## config.mk

```make
export PLATFORM = sky130hd
export DESIGN_NAME = hsf_hot_swap_ctrl
export DESIGN_NICKNAME = d
export VERILOG_FILES = /design/src/hdl/hsf_pkg.sv /design/src/hdl/hsf_sync2.sv /design/src/hdl/hsf_flag_cell.sv /design/src/hdl/hsf_hot_swap_ctrl.sv
export SDC_FILE = /design/constraint.sdc
export NUM_CORES = 1
export LEC_CHECK = 0
export BUFFER_PORTS_ARGS = -buffer_cell sky130_fd_sc_hd__buf_2
export CORE_ASPECT_RATIO = 1.4
export CORE_MARGIN = 2
export CORE_UTILIZATION = 40
export DETAILED_ROUTE_END_ITERATION = 10
export GPL_ROUTABILITY_DRIVEN = 0
export GPL_TIMING_DRIVEN = 0
export PLACE_DENSITY = 0.77
export RECOVER_POWER = 50
export SKIP_CTS_REPAIR_TIMING = 1
export SYNTH_ARGS = -nofsm -noshare
export SYNTH_HDL_FRONTEND = slang
export SYNTH_SLANG_ARGS = --single-unit
```

## constraint.sdc

```tcl
create_clock -name clock -period 3.4 [get_ports clock]
set_input_delay 0.51 -clock clock [delete_from_list [all_inputs] [get_ports clock]]
set_output_delay 0.51 -clock clock [all_outputs]
set_load 0.1 [all_outputs]
```

## src/hdl/hsf_pkg.sv

```systemverilog
// hot swap control package: pin map of the synchroniser, reset values, fsm states
// assumes every user of it imports it whole or names items with hsf_pkg::
package hsf_pkg;

    // ==========================================================
    // synchronised pin bundle
    localparam int SYNC_WIDTH = 6;
    localparam int PIN_HEALTHY_N = 0;
    localparam int PIN_PCI_RST_N = 1;
    localparam int PIN_LRST_IN_N = 2;
    localparam int PIN_LATCH = 3;
    localparam int PIN_HOLD_OPT = 4;
    localparam int PIN_BURST_OPT_N = 5;
    // back end unpowered, pci reset active, local reset idle, latch closed, no hold
    // local reset in rests at its idle level so no false rise follows nrst
    localparam logic [SYNC_WIDTH-1:0] SYNC_RESET = 6'h2d;

    // ==========================================================
    // output register values after reset
    localparam logic LAMP_OE_N_RESET = 1'h0;
    localparam logic ENUM_OE_N_RESET = 1'h1;
    localparam logic LRST_OUT_N_RESET = 1'h0;
    localparam logic LRST_OE_N_RESET = 1'h1;
    localparam logic HOLD_RESET = 1'h0;
    localparam logic BURST_OPT_N_RESET = 1'h1;
    localparam logic FLAG_RESET = 1'h0;

    // ==========================================================
    // insertion sequencer
    typedef enum logic [2:0] {
        ST_POWERED_DOWN,
        ST_WAIT_PCI,
        ST_LOADING,
        ST_RELEASE,
        ST_HOLDING,
        ST_RUNNING
    } hsf_state_type;

endpackage : hsf_pkg

```

## src/hdl/hsf_sync2.sv

```systemverilog
// two flop synchroniser for the asynchronous hot swap pins
// assumes pins are quasi static; the first stage feeds only the second
`timescale 1ns/1ps
module hsf_sync2
    import hsf_pkg::*;
(
    input wire logic clock,
    input wire logic nrst,
    input wire logic [hsf_pkg::SYNC_WIDTH-1:0] pinsAsync,
    output logic [hsf_pkg::SYNC_WIDTH-1:0] pinsSync
);

    import hsf_pkg::*;

    logic [SYNC_WIDTH-1:0] meta_q;
    logic [SYNC_WIDTH-1:0] sync_q;

    // ==========================================================
    // two stages, reset to the safe powered-down pin picture
    always_ff @(posedge clock or negedge nrst)
    begin
        if (!nrst)
        begin
            meta_q <= SYNC_RESET;
            sync_q <= SYNC_RESET;
        end
        else
        begin
            meta_q <= pinsAsync;
            sync_q <= meta_q;
        end
    end

    assign pinsSync = sync_q;

endmodule : hsf_sync2

```

## src/hdl/hsf_flag_cell.sv

```systemverilog
// sticky status flag set by hardware, cleared by software or by internal reset
// assumes set, clear and flush are on the same clock as the cell
`timescale 1ns/1ps
module hsf_flag_cell
    import hsf_pkg::*;
(
    input wire logic clock,
    input wire logic nrst,
    input wire logic setPulse,
    input wire logic clrPulse,
    input wire logic flush,
    output logic flag
);

    import hsf_pkg::*;

    logic flag_q;

    // ==========================================================
    // set beats clear so an event in the clearing cycle survives
    always_ff @(posedge clock or negedge nrst)
    begin
        if (!nrst)
            flag_q <= FLAG_RESET;
        else if (flush)
            flag_q <= FLAG_RESET;
        else if (setPulse)
            flag_q <= 1'h1;
        else if (clrPulse)
            flag_q <= FLAG_RESET;
    end

    assign flag = flag_q;

endmodule : hsf_flag_cell

```

## src/hdl/hsf_hot_swap_ctrl.sv

```systemverilog
// card side hot swap control: lamp, event line, flags, internal and local reset
// assumes host write strobes and eeprom handshake are on clock; pins are async
`timescale 1ns/1ps
module hsf_hot_swap_ctrl
    import hsf_pkg::*;
(
    input wire logic clock,
    input wire logic nrst,
    input wire logic backendHealthyN,
    input wire logic pciRstN,
    input wire logic localResetInN,
    input wire logic ejectorLatchSense,
    input wire logic hostConfigHoldPin,
    input wire logic burstOptionPinN,
    input wire logic lampOnRequest,
    input wire logic enumEventMask,
    input wire logic insertionFlagWr,
    input wire logic extractionFlagWr,
    input wire logic enumEventMaskWr,
    input wire logic hostConfigHoldClr,
    input wire logic eepromLoadEnable,
    input wire logic eepromLoadDone,
    output logic statusLampDriveN,
    output logic statusLampOeN,
    output logic enumDriveN,
    output logic enumOeN,
    output logic localResetOutN,
    output logic localResetOeN,
    output logic internalReset,
    output logic insertionFlag,
    output logic extractionFlag,
    output logic hostConfigHold,
    output logic burstOptionN,
    output logic eepromLoadStart,
    output logic configAccept,
    output logic configRetry
);

    import hsf_pkg::*;

    logic [SYNC_WIDTH-1:0] pinsSync;
    logic healthyHigh;
    logic pciRstActive;
    logic lrstInN;
    logic latchClosed;
    logic healthyPrev_q;
    logic pciRstPrev_q;
    logic lrstInPrev_q;
    logic latchPrev_q;
    logic optionSample;
    logic latchOpened;
    logic latchReclosed;
    hsf_state_type state_q;
    hsf_state_type state_d;
    logic loadStart_d;
    logic loadStart_q;
    logic insSet;
    logic extSet;
    logic hostConfigHold_q;
    logic burstOptionN_q;
    logic lampOeN_q;
    logic enumOeN_q;
    logic lrstOutN_q;
    logic lrstOeN_q;

    // ==========================================================
    // pin synchronisation
    // latch through two flops before any edge logic
    hsf_sync2 u_sync (
        .clock(clock),
        .nrst(nrst),
        .pinsAsync({burstOptionPinN, hostConfigHoldPin, ejectorLatchSense,
                    localResetInN, pciRstN, backendHealthyN}),
        .pinsSync(pinsSync)
    );

    // latch high is closed, low is open
    assign latchClosed = pinsSync[PIN_LATCH];
    assign healthyHigh = pinsSync[PIN_HEALTHY_N];
    assign pciRstActive = !pinsSync[PIN_PCI_RST_N];
    assign lrstInN = pinsSync[PIN_LRST_IN_N];

    // internal reset from unpowered back end or pci reset
    assign internalReset = healthyHigh || pciRstActive;

    // ==========================================================
    // edge detection on synchronised levels only
    always_ff @(posedge clock or negedge nrst)
    begin
        if (!nrst)
        begin
            healthyPrev_q <= SYNC_RESET[PIN_HEALTHY_N];
            pciRstPrev_q <= SYNC_RESET[PIN_PCI_RST_N];
            lrstInPrev_q <= SYNC_RESET[PIN_LRST_IN_N];
            latchPrev_q <= SYNC_RESET[PIN_LATCH];
        end
        else
        begin
            healthyPrev_q <= healthyHigh;
            pciRstPrev_q <= pinsSync[PIN_PCI_RST_N];
            lrstInPrev_q <= lrstInN;
            latchPrev_q <= latchClosed;
        end
    end

    // any of the three release edges samples the options
    assign optionSample = (healthyPrev_q && !healthyHigh)
        || (!pciRstPrev_q && !pciRstActive) || (!lrstInPrev_q && lrstInN);
    // falling edge of the latch means the handle opened
    assign latchOpened = latchPrev_q && !latchClosed;
    assign latchReclosed = !latchPrev_q && latchClosed;

    // ==========================================================
    // power-up option capture; a fresh sample beats a software clear
    always_ff @(posedge clock or negedge nrst)
    begin
        if (!nrst)
        begin
            hostConfigHold_q <= HOLD_RESET;
            burstOptionN_q <= BURST_OPT_N_RESET;
        end
        // capture options at the release edge
        else if (optionSample)
        begin
            hostConfigHold_q <= pinsSync[PIN_HOLD_OPT];
            burstOptionN_q <= pinsSync[PIN_BURST_OPT_N];
        end
        else if (hostConfigHoldClr)
        begin
            hostConfigHold_q <= HOLD_RESET;
        end
    end

    // ==========================================================
    // insertion sequencer next state
    always_comb
    begin
        state_d = state_q;
        loadStart_d = 1'h0;
        insSet = 1'h0;
        // unpowered back end keeps the sequencer parked
        if (healthyHigh)
            state_d = ST_POWERED_DOWN;
        // powered but pci reset still active: wait for its release
        else if (pciRstActive)
            state_d = ST_WAIT_PCI;
        else
        begin
            case (state_q)
                ST_POWERED_DOWN, ST_WAIT_PCI:
                begin
                    // load only when the load option is on
                    loadStart_d = eepromLoadEnable;
                    state_d = eepromLoadEnable ? ST_LOADING : ST_RELEASE;
                end
                ST_LOADING:
                begin
                    if (eepromLoadDone)
                        state_d = ST_RELEASE;
                end
                ST_RELEASE, ST_HOLDING:
                begin
                    // retry configuration until the hold is cleared
                    if (hostConfigHold_q)
                        state_d = ST_HOLDING;
                    else
                    begin
                        // loading over: insertion flag and config access
                        state_d = ST_RUNNING;
                        insSet = 1'h1;
                    end
                end
                ST_RUNNING:
                begin
                    // reclosed latch with lamp requested sets the insertion flag again; state stays running
                    insSet = latchReclosed && lampOnRequest;
                end
                default:
                    state_d = ST_POWERED_DOWN;
            endcase
        end
    end

    // sequencer state and load strobe
    always_ff @(posedge clock or negedge nrst)
    begin
        if (!nrst)
        begin
            state_q <= ST_POWERED_DOWN;
            loadStart_q <= 1'h0;
        end
        else
        begin
            state_q <= state_d;
            loadStart_q <= loadStart_d;
        end
    end

    assign eepromLoadStart = loadStart_q;
    assign configAccept = (state_q == ST_RUNNING);
    assign configRetry = (state_q == ST_HOLDING) || (state_q == ST_RELEASE);
    assign hostConfigHold = hostConfigHold_q;
    assign burstOptionN = burstOptionN_q;

    // ==========================================================
    // status flags
    // only a running card reports an opened handle
    assign extSet = latchOpened && (state_q == ST_RUNNING) && !internalReset;

    // write to the flag or the mask releases the insertion event
    hsf_flag_cell u_insFlag (
        .clock(clock),
        .nrst(nrst),
        .setPulse(insSet),
        .clrPulse(insertionFlagWr || enumEventMaskWr),
        .flush(internalReset),
        .flag(insertionFlag)
    );

    // host write clears the extraction flag
    hsf_flag_cell u_extFlag (
        .clock(clock),
        .nrst(nrst),
        .setPulse(extSet),
        .clrPulse(extractionFlagWr),
        .flush(internalReset),
        .flag(extractionFlag)
    );

    // ==========================================================
    // open-drain pin enables; lamp and event line always drive low, local reset drives lrstOutN_q
    always_ff @(posedge clock or negedge nrst)
    begin
        if (!nrst)
        begin
            lampOeN_q <= LAMP_OE_N_RESET;
            enumOeN_q <= ENUM_OE_N_RESET;
            lrstOutN_q <= LRST_OUT_N_RESET;
            lrstOeN_q <= LRST_OE_N_RESET;
        end
        else
        begin
            // lamp lit unpowered or on request; floats otherwise
            // lamp keeps its drive while the other pins float
            lampOeN_q <= !(healthyHigh || lampOnRequest);
            // event pulled low only for an unmasked flag
            // healthy high floats the event line
            enumOeN_q <= !(!healthyHigh && (insertionFlag || extractionFlag)
                && !enumEventMask);
            // local reset follows pci reset while powered
            // held low until pci reset is released
            lrstOutN_q <= !pciRstActive;
            lrstOeN_q <= healthyHigh;
        end
    end

    assign statusLampDriveN = 1'h0;
    assign statusLampOeN = lampOeN_q;
    assign enumDriveN = 1'h0;
    assign enumOeN = enumOeN_q;
    assign localResetOutN = lrstOutN_q;
    assign localResetOeN = lrstOeN_q;
endmodule : hsf_hot_swap_ctrl

```

==> results.yml <==
status:
  outcome: "complete, no violations"
pwr:
  cellLeakagePower_nw: 0.521
  vdd_drop_max_mv: 0.303
  power_per_cell_area_mw_per_mm2: 518
synthesis:
  synth_area_leaders: "dfstp_2 (38%), dfrtp_1 (36%), mux2_2 (2.5%)"
  ys_seq_area_share_pct: 74.0
  synth_edf_count: 0
  syn_area_per_cell_sq_um: 14.3
  synthesis.area_sq_um: 901
  synth.distinct_cells: 25
  ys.flop_type: "dfstp_2"
  syn-instance-count: 63
  async_reset_ff_share_pct: 100
  synth_top_area_cell: "dfstp_2"
  yosys_warnings: 0
  synth_seq_cells: 26
  synth_top_area_share_pct: 37.9
grt:
  grt_max_degree: 27
  grtUsageTotal_pct: 11.8
  grt_pass1_wl_mm: 2.21
  antenna_found_initial: 0
  grt_overflow: 0
  grt_pass1_vias: 552
clocking:
  cts_buffers: 3
  clock_tree.root_cell: "clkbuf_4"
  clk_path_buf_depth: 2
  cts_tree: "done"
  cts_sinks: 26
  path_clk_slew_ns: 0.13
  htree_num_levels: 1
  clkLatencyLatePin_ns: 0.31
job:
  cap_violations: 0
sta:
  tightest_slew_ns: 1.27
  fmax_mhz: 451
  slew_violations: 0
  finalHoldViolations: 0
  period_needed_ns: 2.22
  skew_ns: 0.00327
  setup_violations: 0
  fin_tns_setup_ns: 0
  rsz0062_at_grt: "no"
  relSlewSlack_pct: 15.3
  period_share_pct: 65.2
route:
  dr.max_layer_used: "met4"
  ant_nets: 0
  routed_via_density: 4.89
  met2_length_microns: 780
  drc: 0
  wl_met3_microns: 79
  drt-total-wl_mm: 1.44
  drtPass1Iterations: 6
  vias: 572
  wl_met1_microns: 573
  drtIter0Drc: 7
  wl_per_cell_microns: 12.3
final_layout:
  nets: 112
  area_growth_pct: 21.3
  diodes: 0
  design_area_sq_mm: 0.00109
  drive_gt1_share_pct: 50.5
die:
  fp.dieArea_sq_mm: 0.00265
  ios: 30
  core_sq_mm: 0.00215
  die_y_microns: 60.2
  row_count: 20
  floorplan.initialDensity_pct: 41.9
  die_w_microns: 44.1
setup_path:
  path_delay_family: "simple AND/OR/NAND/NOR gates"
  slowest_delay_ns: 0.48
  crit_required_ns: 2.89
  path_cells: "or3b_1 > nand2_1 > buf_2"
  critPathMaxFanout: 8
  critPathLaunchType: "flop"
  cp_slowest_cell: "dfrtp_1"
  worstSetupPathType: "flop to output port"
  endpoint_kind: "output port"
  cp.buffers_inverters: 1
  worstPathArrival_ns: 1.71
placement:
  place_area_sq_mm: 0.00107
  io_buffers: 27
  hpwl_mm: 1.09
worst_hold_path:
  hold_path.class: "input port to flop"
synthesized netlist by cell type, types with 2 or more instances:
master,count
a21oi_1,2
mux2_2,2
inv_1,3
nand2_1,4
nor2_1,4
dfrtp_1,13
nor2b_1,2
dfstp_2,13
o21ai_0,2
nand3b_1,2
buf_4,2
cells by family (layout without fill, tap and decap cells):
family	after synthesis	after routing	share of synthesized area [%]
buf+inv	6	37	3.33
flops	26	26	74.0
simple gates	17	17	11.0
other cells	1	2	0.416
compound gates	11	11	8.75
mux	2	2	2.50
worst paths after layout:
| kind | cells past startpoint | slack, ns | to | start |
|---|---|---|---|---|
| worst max-delay path | 3 | 1.18 | configRetry | state_q[2] |
| worst min-delay path | 1 | 0.28 | u_sync.meta_q[5] | burstOptionPinN |
| worst max register to register | 3 | 1.86 | hostConfigHold | u_sync.pinsSync[0] |
| worst min register to register | 0 | 0.36 | u_sync.pinsSync[1] | u_sync.meta_q[1] |
| max in group asynchronous | 1 | 2.22 | state_q[2] | nrst |
| min in group asynchronous | 1 | 0.44 | u_sync.meta_q[1] | nrst |
per-layer routing:
| layer | GRT usage, % | vias to the layer above |
|---|---|---|
| met2 | 19.5 | 14 |
| met3 | 2.42 | 2 |
| met1 | 13.6 | 282 |
| met5 | 0 | - |
| li1 | - | 274 |
| met4 | 7.79 | 0 |
cell type report:
| type | instances | area (sq um) |
|---|---|---|
| timing repair buffer | 27 | 134 |
| tap | 22 | 27.5 |
| sequential | 26 | 667 |
| clock buffer | 4 | 26.3 |
| fill | 199 | 1060 |
| buffer | 2 | 15.0 |
| inverter | 4 | 15.0 |
| multi-input combinational | 32 | 208 |
registers in the layout (all words and copies together), names as in the netlist:
register / count
u_sync.pinsSync: 6
u_extFlag.flag: 1
eepromLoadStart: 1
latchPrev_q: 1
burstOptionN: 1
u_sync.meta_q: 6
u_insFlag.flag: 1
lrstInPrev_q: 1
hostConfigHold: 1
localResetOutN: 1
state_q: 3
localResetOeN: 1
statusLampOeN: 1
enumOeN: 1
placed cells by master (no fill, tap or decap), drive strengths merged, types with 4 or more instances in the layout:
cell / count
nand2: 4
nor2: 4
clkbuf: 5
dfrtp: 13
dfstp: 13
buf: 28
inv: 4
through the flow:
stage	utilization, %	hold slack [ns]	cells	setup slack [ns]	total power, mW
detailed placement	49.6	0.337	113	1.54	0.445
finish	50.8	0.279	117	1.18	0.566
CTS	50.8	0.165	117	1.16	0.575
floorplan	-	0.214	64	1.43	0.419
global placement	49.6	0.333	113	1.55	0.443
global route	50.8	0.250	117	1.09	0.594
where the power goes:
group / leakage (nW) / internal, mW / total (mW) / switching [mW]
Sequential: 0.301 / 0.331 / 0.342 / 0.0105
Clock: 0.0150 / 0.0458 / 0.128 / 0.0818
Combinational: 0.205 / 0.0210 / 0.0970 / 0.0759
Total: 0.521 / 0.398 / 0.566 / 0.168
No activity file was read; power rests on OpenSTA's default activity.
